<file path="config.mk">
export PLATFORM = sky130hd
export DESIGN_NAME = tct_timebase
export DESIGN_NICKNAME = d
export VERILOG_FILES = /design/src/hw/tct_pkg.sv /design/src/hw/tct_samp_if.sv /design/src/hw/tct_sampler.sv /design/src/hw/tct_timebase.sv
export SDC_FILE = /design/constraint.sdc
export NUM_CORES = 1
export LEC_CHECK = 0
export ABC_AREA = 0
export BUFFER_PORTS_ARGS = -buffer_cell sky130_fd_sc_hd__buf_4
export CAP_MARGIN = 20
export CELL_PAD_IN_SITES_DETAIL_PLACEMENT = 0
export CELL_PAD_IN_SITES_GLOBAL_PLACEMENT = 1
export CORE_ASPECT_RATIO = 1.2
export CORE_MARGIN = 5
export CORE_UTILIZATION = 30
export DETAILED_ROUTE_END_ITERATION = 7
export PLACE_DENSITY = 0.66
export SYNTH_ARGS = -nofsm -noshare
export SYNTH_HDL_FRONTEND = slang
export SYNTH_SLANG_ARGS = --single-unit
</file>
<file path="constraint.sdc">
create_clock -name CLK_SYS -period 5.3 [get_ports CLK_SYS]
set_clock_uncertainty 0.2 [all_clocks]
set_input_delay 1.06 -clock CLK_SYS [delete_from_list [all_inputs] [get_ports CLK_SYS]]
set_output_delay 1.06 -clock CLK_SYS [all_outputs]
set_load 0.1 [all_outputs]
</file>
<file path="src/hw/tct_pkg.sv">
// constants shared by the timer/counter timebase and its pin sampler
// assumes one oscillator clock that also clocks the register bus
package tct_pkg;

   // ****************************************
   // register bus and map
   // ****************************************
   localparam int ADDR_W = 11;
   localparam int DATA_W = 8;
   localparam logic [ADDR_W-1:0] A_T01_CTRL = 11'h410;
   localparam logic [ADDR_W-1:0] A_T01_XSTAT = 11'h411;
   localparam logic [ADDR_W-1:0] A_T2_CTRL = 11'h418;
   localparam logic [ADDR_W-1:0] A_T2_MODE = 11'h419;
   localparam logic [ADDR_W-1:0] A_SYS_CFG = 11'h440;
   localparam logic [ADDR_W-1:0] A_T0_LO = 11'h450;
   localparam logic [ADDR_W-1:0] A_T0_HI = 11'h451;
   localparam logic [ADDR_W-1:0] A_T1_LO = 11'h452;
   localparam logic [ADDR_W-1:0] A_T1_HI = 11'h453;
   localparam logic [ADDR_W-1:0] A_RLD0_LO = 11'h454;
   localparam logic [ADDR_W-1:0] A_RLD0_HI = 11'h455;
   localparam logic [ADDR_W-1:0] A_RLD1_LO = 11'h456;
   localparam logic [ADDR_W-1:0] A_RLD1_HI = 11'h457;
   localparam logic [ADDR_W-1:0] A_T2_LO = 11'h458;
   localparam logic [ADDR_W-1:0] A_T2_HI = 11'h459;
   localparam logic [ADDR_W-1:0] A_CAP_LO = 11'h45a;
   localparam logic [ADDR_W-1:0] A_CAP_HI = 11'h45b;
   localparam logic [ADDR_W-1:0] A_T01_MODE = 11'h45c;

   // ****************************************
   // field positions
   // ****************************************
   localparam int B_TF1 = 7;
   localparam int B_TR1 = 6;
   localparam int B_TF0 = 5;
   localparam int B_TR0 = 4;
   localparam int B_IE1 = 3;
   localparam int B_IT1 = 2;
   localparam int B_IE0 = 1;
   localparam int B_IT0 = 0;
   localparam int B_TF2 = 7;
   localparam int B_TIMER2_EXTERNAL_FLAG = 6;
   localparam int B_UART0_RX_CLOCK_SEL = 5;
   localparam int B_UART0_TX_CLOCK_SEL = 4;
   localparam int B_TIMER2_EXTERNAL_ENABLE = 3;
   localparam int B_TR2 = 2;
   localparam int B_CT2 = 1;
   localparam int B_CPRL2 = 0;
   localparam int B_UART1_RX_CLOCK_SEL = 5;
   localparam int B_UART1_TX_CLOCK_SEL = 4;
   localparam int B_TIMER2_OUTPUT_ENABLE = 1;
   localparam int B_DOWN_COUNT_ENABLE = 0;
   localparam int B_TIMER1_OUTPUT_ENABLE = 2;
   localparam int B_TIMER0_OUTPUT_ENABLE = 0;
   localparam int B_GATE = 3;
   localparam int B_CT = 2;
   localparam int B_MODE = 0;
   localparam int NIB1 = 4;
   localparam int B_PS = 2;
   localparam logic [7:0] MASK_XSTAT = 8'h05;
   localparam logic [7:0] MASK_TIMER2_MODE = 8'h33;
   localparam logic [7:0] MASK_SCR = 8'h0c;
   localparam logic [7:0] RST_BYTE = 8'h00;

   // ****************************************
   // encodings and counts
   // ****************************************
   localparam logic [1:0] PS_DIV4 = 2'h0;
   localparam logic [1:0] PS_DIV16 = 2'h1;
   localparam int PRE_W = 6;
   localparam logic [PRE_W:0] DIV4 = 7'h04;
   localparam logic [PRE_W:0] DIV16 = 7'h10;
   localparam logic [PRE_W:0] DIV64 = 7'h40;
   localparam logic [1:0] MODE_RELOAD16 = 2'h0;
   localparam logic [1:0] MODE_WRAP16 = 2'h1;
   localparam logic [1:0] MODE_RELOAD8 = 2'h2;
   localparam logic [1:0] MODE_SPLIT = 2'h3;
   localparam logic [7:0] BYTE_MAX = 8'hff;
   localparam logic [15:0] WORD_MAX = 16'hffff;

   // external inputs, one sampler channel each
   localparam int N_CH = 6;
   localparam int CH_T0 = 0;
   localparam int CH_T1 = 1;
   localparam int CH_T2 = 2;
   localparam int CH_INT0 = 3;
   localparam int CH_INT1 = 4;
   localparam int CH_T2EX = 5;

   // sampling period in oscillator cycles; CLK_SYS is the oscillator
   localparam int SAMPLE_PERIOD_OSC = 2;
   localparam int OSC_PER_CLK = 1;
   localparam int SAMPLE_CYCLES = SAMPLE_PERIOD_OSC / OSC_PER_CLK;
   localparam logic SAMPLE_LAST = 1'(SAMPLE_CYCLES - 1);

endpackage

</file>
<file path="src/hw/tct_samp_if.sv">
// sampled external input levels and falling-edge pulses
// assumes both ends share CLK_SYS
interface tct_samp_if #(parameter int N = 6);
   logic [N-1:0] level;
   logic [N-1:0] fall;
   modport src(output level, output fall);
   modport dst(input level, input fall);
endinterface

</file>
<file path="src/hw/tct_sampler.sv">
// three-flop synchroniser and periodic sampler for external inputs
// assumes pins are asynchronous to clk
module tct_sampler #(
   parameter int N = 6
) (
   // clock and reset
   input wire logic clk,
   input wire logic rst_n,
   // raw pins
   input wire logic [N-1:0] pins,
   // sampled results
   tct_samp_if.src sp
);
   import tct_pkg::*;

   typedef struct packed {
      logic [N-1:0] s1;
      logic [N-1:0] s2;
      logic [N-1:0] s3;
      logic [N-1:0] flt;
      logic [N-1:0] lvl;
      logic [N-1:0] fall;
      logic ph;
   } tct_samp_t;

   tct_samp_t st;
   tct_samp_t next_st;
   logic strobe;
   logic [N-1:0] agree;

   always_comb begin
      next_st = st;
      next_st.s1 = pins;
      next_st.s2 = st.s1;
      next_st.s3 = st.s2;
      strobe = (st.ph == SAMPLE_LAST);
      next_st.ph = strobe ? 1'b0 : ~st.ph;
      // a change is taken only once the last two stages agree; the agreed level
      // is kept every clock so a two-clock level cannot slip between strobes
      agree = ~(st.s2 ^ st.s3);
      next_st.flt = (agree & st.s3) | (~agree & st.flt);
      next_st.fall = '0;
      if (strobe) begin
         next_st.fall = st.lvl & ~st.flt;
         next_st.lvl = st.flt;
      end
   end

   always_ff @(posedge clk) begin
      if (!rst_n) begin
         // pins idle high; starting there keeps reset from looking like an edge
         st <= '{s1: '1, s2: '1, s3: '1, flt: '1, lvl: '1, fall: '0, ph: '0};
      end else begin
         st <= next_st;
      end
   end

   assign sp.level = st.lvl;
   assign sp.fall = st.fall;

endmodule

</file>
<file path="src/hw/tct_timebase.sv">
// timebase, register set and counters for three 16-bit timer/counters
// assumes an 8-bit register bus on CLK_SYS, which is the oscillator
module tct_timebase (
   // clock and reset
   input wire logic CLK_SYS,
   input wire logic RST_N,
   // register bus
   input wire logic [tct_pkg::ADDR_W-1:0] SFR_ADDR,
   input wire logic SFR_WR,
   input wire logic SFR_RD,
   input wire logic [tct_pkg::DATA_W-1:0] SFR_WDATA,
   output logic [tct_pkg::DATA_W-1:0] SFR_RDATA,
   output logic SFR_RVALID,
   // external inputs
   input wire logic T0_IN,
   input wire logic T1_IN,
   input wire logic T2_IN,
   input wire logic INT0_N,
   input wire logic INT1_N,
   input wire logic T2EX_IN,
   // outputs
   output logic [2:0] TIMER_OUT,
   output logic [3:0] UART_CLK_SEL,
   output logic TIMER_BASE_TICK
);
   import tct_pkg::*;

   // ****************************************
   // state
   // ****************************************
   typedef struct packed {
      logic [7:0] timer01_control;
      logic [7:0] timer01_extended_status;
      logic [7:0] timer2_control;
      logic [7:0] timer2_mode;
      logic [7:0] timer01_mode;
      logic [7:0] system_config_register;
      logic [15:0] t0;
      logic [15:0] t1;
      logic [15:0] t2;
      logic [15:0] cap2;
      logic [15:0] rld0;
      logic [15:0] rld1;
      logic [PRE_W-1:0] pre;
      logic tick;
      logic [2:0] tout;
      logic [7:0] rdata;
      logic rvalid;
   } tct_state_t;

   tct_state_t st;
   tct_state_t next_st;

   tct_samp_if #(.N(N_CH)) samp ();

   tct_sampler #(.N(N_CH)) u_sampler (
      .clk(CLK_SYS),
      .rst_n(RST_N),
      .pins({T2EX_IN, INT1_N, INT0_N, T2_IN, T1_IN, T0_IN}),
      .sp(samp)
   );

   // one count step for timers 0 and 1; bit 16 is the overflow
   function automatic logic [16:0] tct_step(input logic [1:0] mode, input logic [15:0] c,
                                            input logic [15:0] r);
      logic [16:0] res;
      res = {1'b0, c};
      unique case (mode)
         MODE_RELOAD16: begin
            res = (c == WORD_MAX) ? {1'b1, r} : {1'b0, c + 16'h0001};
         end
         MODE_WRAP16: begin
            res = {c == WORD_MAX, c + 16'h0001};
         end
         MODE_RELOAD8: begin
            res = (c[7:0] == BYTE_MAX) ? {1'b1, c[15:8], r[7:0]} :
                                         {1'b0, c[15:8], c[7:0] + 8'h01};
         end
         MODE_SPLIT: begin
            res = {c[7:0] == BYTE_MAX, c[15:8], c[7:0] + 8'h01};
         end
      endcase
      return res;
   endfunction

   // ****************************************
   // next-state logic
   // ****************************************
   logic [PRE_W:0] div;
   logic [1:0] m0;
   logic [1:0] m1;
   logic run0;
   logic run1;
   logic src0;
   logic src1;
   logic inc2;
   logic down2;
   logic [16:0] r0;
   logic [16:0] r1;
   logic split_ovf;
   logic [2:0] ovf;
   logic [7:0] set01;
   logic [7:0] set2;
   logic [7:0] rd;

   always_comb begin
      next_st = st;
      next_st.tick = 1'b0;
      next_st.rvalid = 1'b0;
      r0 = '0;
      r1 = '0;
      split_ovf = 1'b0;
      ovf = '0;
      set01 = '0;
      set2 = '0;
      rd = RST_BYTE;

      // ****************************************
      // prescaler
      // ****************************************
      // reserved setting runs at the slowest rate rather than stopping
      unique case (st.system_config_register[B_PS +: 2])
         PS_DIV4: div = DIV4;
         PS_DIV16: div = DIV16;
         default: div = DIV64;
      endcase
      if ({1'b0, st.pre} >= div - 7'h01) begin
         next_st.pre = '0;
         next_st.tick = 1'b1;
      end else begin
         next_st.pre = st.pre + 6'h01;
      end

      // ****************************************
      // timers 0 and 1
      // ****************************************
      m0 = st.timer01_mode[B_MODE +: 2];
      m1 = st.timer01_mode[NIB1 + B_MODE +: 2];
      // gate lets the irq pin (active low, pin high = enabled) qualify run
      run0 = st.timer01_control[B_TR0] & (~st.timer01_mode[B_GATE] | samp.level[CH_INT0]);
      run1 = st.timer01_control[B_TR1] & (~st.timer01_mode[NIB1 + B_GATE] | samp.level[CH_INT1]);
      src0 = st.timer01_mode[B_CT] ? samp.fall[CH_T0] : st.tick;
      src1 = st.timer01_mode[NIB1 + B_CT] ? samp.fall[CH_T1] : st.tick;
      if (run0 && src0) begin
         r0 = tct_step(m0, st.t0, st.rld0);
         next_st.t0 = r0[15:0];
         ovf[0] = r0[16];
      end
      // split mode: high byte of timer 0 borrows timer 1 run and flag
      if (m0 == MODE_SPLIT && st.timer01_control[B_TR1] && st.tick) begin
         next_st.t0[15:8] = st.t0[15:8] + 8'h01;
         split_ovf = (st.t0[15:8] == BYTE_MAX);
      end
      // timer 1 in split mode just holds its count
      if (m1 != MODE_SPLIT && run1 && src1) begin
         r1 = tct_step(m1, st.t1, st.rld1);
         next_st.t1 = r1[15:0];
         ovf[1] = r1[16];
      end
      set01[B_TF0] = ovf[0];
      // while timer 0 is split, timer 1 may still clock a uart but flags nothing
      set01[B_TF1] = (m0 == MODE_SPLIT) ? split_ovf : ovf[1];
      set01[B_IE0] = st.timer01_control[B_IT0] ? samp.fall[CH_INT0] : ~samp.level[CH_INT0];
      set01[B_IE1] = st.timer01_control[B_IT1] ? samp.fall[CH_INT1] : ~samp.level[CH_INT1];

      // ****************************************
      // timer 2
      // ****************************************
      inc2 = st.timer2_control[B_TR2] & (st.timer2_control[B_CT2] ? samp.fall[CH_T2] : st.tick);
      // down-counting only when enabled, direction from the T2EX level
      down2 = st.timer2_mode[B_DOWN_COUNT_ENABLE] & ~samp.level[CH_T2EX];
      if (inc2) begin
         if (down2) begin
            if (st.t2 == st.cap2) begin
               next_st.t2 = WORD_MAX;
               ovf[2] = 1'b1;
            end else begin
               next_st.t2 = st.t2 - 16'h0001;
            end
         end else if (st.t2 == WORD_MAX) begin
            next_st.t2 = st.timer2_control[B_CPRL2] ? 16'h0000 : st.cap2;
            ovf[2] = 1'b1;
         end else begin
            next_st.t2 = st.t2 + 16'h0001;
         end
      end
      if (st.timer2_control[B_TIMER2_EXTERNAL_ENABLE] && samp.fall[CH_T2EX]) begin
         set2[B_TIMER2_EXTERNAL_FLAG] = 1'b1;
         if (st.timer2_control[B_CPRL2]) begin
            next_st.cap2 = st.t2;
         end else if (!st.timer2_mode[B_DOWN_COUNT_ENABLE]) begin
            next_st.t2 = st.cap2;
         end
      end
      set2[B_TF2] = ovf[2];

      // output toggles on overflow when enabled
      next_st.tout[0] = st.tout[0] ^ (ovf[0] & st.timer01_extended_status[B_TIMER0_OUTPUT_ENABLE]);
      next_st.tout[1] = st.tout[1] ^ (ovf[1] & st.timer01_extended_status[B_TIMER1_OUTPUT_ENABLE]);
      next_st.tout[2] = st.tout[2] ^ (ovf[2] & st.timer2_mode[B_TIMER2_OUTPUT_ENABLE]);

      // ****************************************
      // register writes
      // ****************************************
      // bus is byte-wide by construction, so only one byte lands per write
      if (SFR_WR) begin
         case (SFR_ADDR)
            A_T01_CTRL: next_st.timer01_control = SFR_WDATA;
            A_T01_XSTAT: next_st.timer01_extended_status = SFR_WDATA & MASK_XSTAT;
            A_T2_CTRL: next_st.timer2_control = SFR_WDATA;
            A_T2_MODE: next_st.timer2_mode = SFR_WDATA & MASK_TIMER2_MODE;
            A_SYS_CFG: next_st.system_config_register = SFR_WDATA & MASK_SCR;
            A_T01_MODE: next_st.timer01_mode = SFR_WDATA;
            A_T0_LO: next_st.t0[7:0] = SFR_WDATA;
            A_T0_HI: next_st.t0[15:8] = SFR_WDATA;
            A_T1_LO: next_st.t1[7:0] = SFR_WDATA;
            A_T1_HI: next_st.t1[15:8] = SFR_WDATA;
            A_RLD0_LO: next_st.rld0[7:0] = SFR_WDATA;
            A_RLD0_HI: next_st.rld0[15:8] = SFR_WDATA;
            A_RLD1_LO: next_st.rld1[7:0] = SFR_WDATA;
            A_RLD1_HI: next_st.rld1[15:8] = SFR_WDATA;
            A_T2_LO: next_st.t2[7:0] = SFR_WDATA;
            A_T2_HI: next_st.t2[15:8] = SFR_WDATA;
            A_CAP_LO: next_st.cap2[7:0] = SFR_WDATA;
            A_CAP_HI: next_st.cap2[15:8] = SFR_WDATA;
            default: ;
         endcase
      end
      // a hardware event in the cycle of a clearing write still sets its flag
      next_st.timer01_control = next_st.timer01_control | set01;
      next_st.timer2_control = next_st.timer2_control | set2;

      // ****************************************
      // register reads
      // ****************************************
      // reads only copy state, so counting carries on untouched
      case (SFR_ADDR)
         A_T01_CTRL: rd = st.timer01_control;
         A_T01_XSTAT: rd = st.timer01_extended_status;
         A_T2_CTRL: rd = st.timer2_control;
         A_T2_MODE: rd = st.timer2_mode;
         A_SYS_CFG: rd = st.system_config_register;
         A_T01_MODE: rd = st.timer01_mode;
         A_T0_LO: rd = st.t0[7:0];
         A_T0_HI: rd = st.t0[15:8];
         A_T1_LO: rd = st.t1[7:0];
         A_T1_HI: rd = st.t1[15:8];
         A_RLD0_LO: rd = st.rld0[7:0];
         A_RLD0_HI: rd = st.rld0[15:8];
         A_RLD1_LO: rd = st.rld1[7:0];
         A_RLD1_HI: rd = st.rld1[15:8];
         A_T2_LO: rd = st.t2[7:0];
         A_T2_HI: rd = st.t2[15:8];
         A_CAP_LO: rd = st.cap2[7:0];
         A_CAP_HI: rd = st.cap2[15:8];
         default: rd = RST_BYTE;
      endcase
      if (SFR_RD) begin
         next_st.rvalid = 1'b1;
         next_st.rdata = rd;
      end
   end

   // ****************************************
   // registers
   // ****************************************
   always_ff @(posedge CLK_SYS) begin
      if (!RST_N) begin
         st <= '0;
      end else begin
         st <= next_st;
      end
   end

   // ****************************************
   // outputs
   // ****************************************
   assign SFR_RDATA = st.rdata;
   assign SFR_RVALID = st.rvalid;
   assign TIMER_OUT = st.tout;
   assign UART_CLK_SEL = {st.timer2_mode[B_UART1_RX_CLOCK_SEL], st.timer2_mode[B_UART1_TX_CLOCK_SEL],
                          st.timer2_control[B_UART0_RX_CLOCK_SEL], st.timer2_control[B_UART0_TX_CLOCK_SEL]};
   assign TIMER_BASE_TICK = st.tick;

endmodule

</file>
==> impl_metrics.json <==
{
  "worstMarginPinSlew_ns": 1.11,
  "grt_pass1_wl_um": 68700,
  "grt_pass1_vias": 10200,
  "seq_area_frac_synth_pct": 32.5,
  "die_h_um": 223,
  "cts_sinks": 184,
  "first_iter_violations": 1143,
  "routed_wl_um": 46400,
  "post_drt_wl_per_cell_um": 24.9,
  "cellPowerDensity_nw_per_um2": 241,
  "core-area_um2": 37600,
  "max-cap-violations": 0,
  "slew_violations": 0,
  "rows": 78,
  "hold_class": "flip-flop to flip-flop",
  "critPathLaunchType": "input pin",
  "synthesis.yosys.warnings": 0,
  "clk_latency_ns": 0.46,
  "ys.flop_type": "dfxtp_1",
  "p_leak_nw": 4.35,
  "hold_viol": 0,
  "ctsResizeCount": 0,
  "synth-edff-count": 0,
  "syn_area_um2": 11300,
  "synthCells": 1427,
  "ios": 46,
  "die_w_um": 187,
  "crit_arrival_ns": 3.76,
  "ctsHtreeMaxLevel": 4,
  "relSlewSlack_pct": 25.8,
  "synth_cell_types": 89,
  "dieArea_um2": 41800,
  "async_flop_share_pct": 0,
  "finalSetupViolCount": 0,
  "gr-total-overflow": 0,
  "dp.cells": 1831,
  "avgViaCountPerCell": 5.93,
  "stdcell_area_um2": 12300,
  "timing.fmax_mhz": 277,
  "cts_root_buf": "clkbuf_16",
  "avgSynthCellArea_um2": 7.94,
  "grt_max_degree": 53,
  "dp_hpwl_um": 32800,
  "dr_total_vias": 11000,
  "seqCellArea_um2": 3680,
  "cts_hold_buf": 0,
  "postCtsSetupBuffers": 0,
  "drt_pass1_iterations": 6,
  "multi_input_area_um2": 6940,
  "required_ns": 5.45,
  "drive_above_1_share_pct": 10.5,
  "place_area_um2": 11800,
  "finalCriticalPeriod_ns": 3.61,
  "syn_nets": 1468,
  "critPathMaxFanout": 10,
  "fin_crit_sh_pct": 68.1,
  "clk_pin_slew_ns": 0.08,
  "power_mw": 2.97,
  "num_antenna_cells": 0,
  "ys_seq_elements": 184,
  "status": "completed",
  "ant_nets": 0,
  "cts_tree": "done",
  "finalSetupTns_ns": 0,
  "grt_usage_pct": 21.4,
  "nNetsFinal": 1412,
  "drt_drc_violations_left": 0,
  "cts_max_path_buffers": 2,
  "irDropWorstVdd_mv": 0.223,
  "fillerInstances": 3985,
  "worstSetupEndpointType": "flip-flop",
  "numCtsBuffers": 17,
  "grt_setup_unrepaired": "false",
  "path_class": "input pin to flip-flop",
  "antenna_found_initial": 0,
  "area_growth_pct": 8.92,
  "portBuffers": 45,
  "start_util_pct": 30.2,
  "stdcell_count": 1864,
  "gp_congestion": 0.931
}
## path summary, 6_finish.rpt
kind | start | end | slack (ns) | cells after the start
worst max-delay path | SFR_ADDR[5] | st[22] | 1.69 | 7
worst min-delay path | u_sampler.next_st[26] | u_sampler.next_st[20] | 0.21 | 1
worst max register to register | st[68] | st[71] | 2.02 | 7
worst min register to register | u_sampler.next_st[26] | u_sampler.next_st[20] | 0.21 | 1
## area by class of cell
type | count | share of cell area (%)
Timing Repair Buffer | 61 | 3.71
Sequential cell | 184 | 29.8
Multi-Input combinational cell | 1085 | 56.3
Inverter | 22 | 0.679
Clock inverter | 13 | 1.03
Clock buffer | 19 | 3.59
Tap cell | 480 | 4.87
## stage by stage
step / util, % / hold WS (ns) / setup WS, ns
3_5_place_dp: 31.3 / 0.194 / 1.26
6_report: 32.8 / 0.208 / 1.69
5_1_grt: 32.8 / 0.221 / 1.51
3_3_place_gp: 31.3 / 0.192 / 1.27
2_1_floorplan: - / 0.186 / 2.04
4_1_cts: 32.8 / 0.211 / 1.75
## cell usage after synthesis, types with 14 or more instances
library cell  count  area [um2]
clkbuf_1         88         330
o21ai_0          72         360
nor3_1           25         125
a31oi_1          25         156
nand2b_1         26         163
a21oi_1          88         440
xor2_1           30         263
inv_1            22        82.6
a22oi_1          18         135
mux2i_1          82         821
nor4_1           18         113
buf_2            20         100
nand3_1          66         330
nand2_1         127         477
mux2_2           14         158
dfxtp_1         184        3680
a211oi_1         28         210
o22ai_1          16         100
nand4_1          32         200
nor2_1          149         559
buf_4            15         113
## critical path, cell delays in order
cell	delay, ns
buf_4	0.10
or4b_1	0.82
nor3b_4	0.61
and2_1	0.49
and3_4	0.37
mux2i_1	0.23
nor2_1	0.05
## power by group
part	switching, mW	internal, mW
Clock	0.666	0.638
Combinational	0.170	0.0685
Sequential	0.0268	1.40
## kinds of logic after synthesis
| kind of cell | count (synthesis) | share of synthesized area, % |
|---|---|---|
| AND/OR/NAND/NOR | 557 | 25.5 |
| AO/OA/AOI/OAI | 378 | 22.3 |
| flip-flops | 184 | 32.5 |
| buffers and inverters | 158 | 6.35 |
| multiplexers | 98 | 8.93 |
| XOR/XNOR | 40 | 3.09 |
| adder cells (fa/ha/maj) | 12 | 1.33 |
## placed cells by master, fill, tap and decap left out, types with 7 or more instances in the layout
master and instances:
nand4_1 32, mux2i_1 82, or3_1 11, xnor2_1 10, nor4_1 16, nand2_1 127
nand2b_1 26, nor2_1 149, nand3_1 66, mux2_2 14, a22o_1 12, o21a_1 8
a211oi_1 28, xor2_1 30, nor3b_1 7, nor3_1 24, and3_1 12, a21o_1 10
a31oi_1 25, and4_1 12, or2_2 8, o21ai_0 72, a22oi_1 18, a32oi_1 8
nor2b_1 11, clkbuf_16 17, o22ai_1 16, a21oi_1 88, dfxtp_1 184, o211ai_1 10
ha_1 12, buf_4 60, inv_1 21, a32o_1 10, and2_1 9
## flip-flops by register name, summed over array words and instances (netlist names), 3 cells and up, named ones only
signal and count:
SFR_RDATA 8, u_sampler.sp.level 6, st 126, u_sampler.sp.fall 6, u_sampler.st 6, TIMER_OUT 3
u_sampler.next_st 12, UART_CLK_SEL 4
## routing by layer
layer,global-route usage [%],wire length (um)
met1,27.9,19600
met2,35.1,21800
met3,3.05,2710
met4,9.83,2170
met5,0,0
No activity file was read; power rests on OpenSTA's default activity.
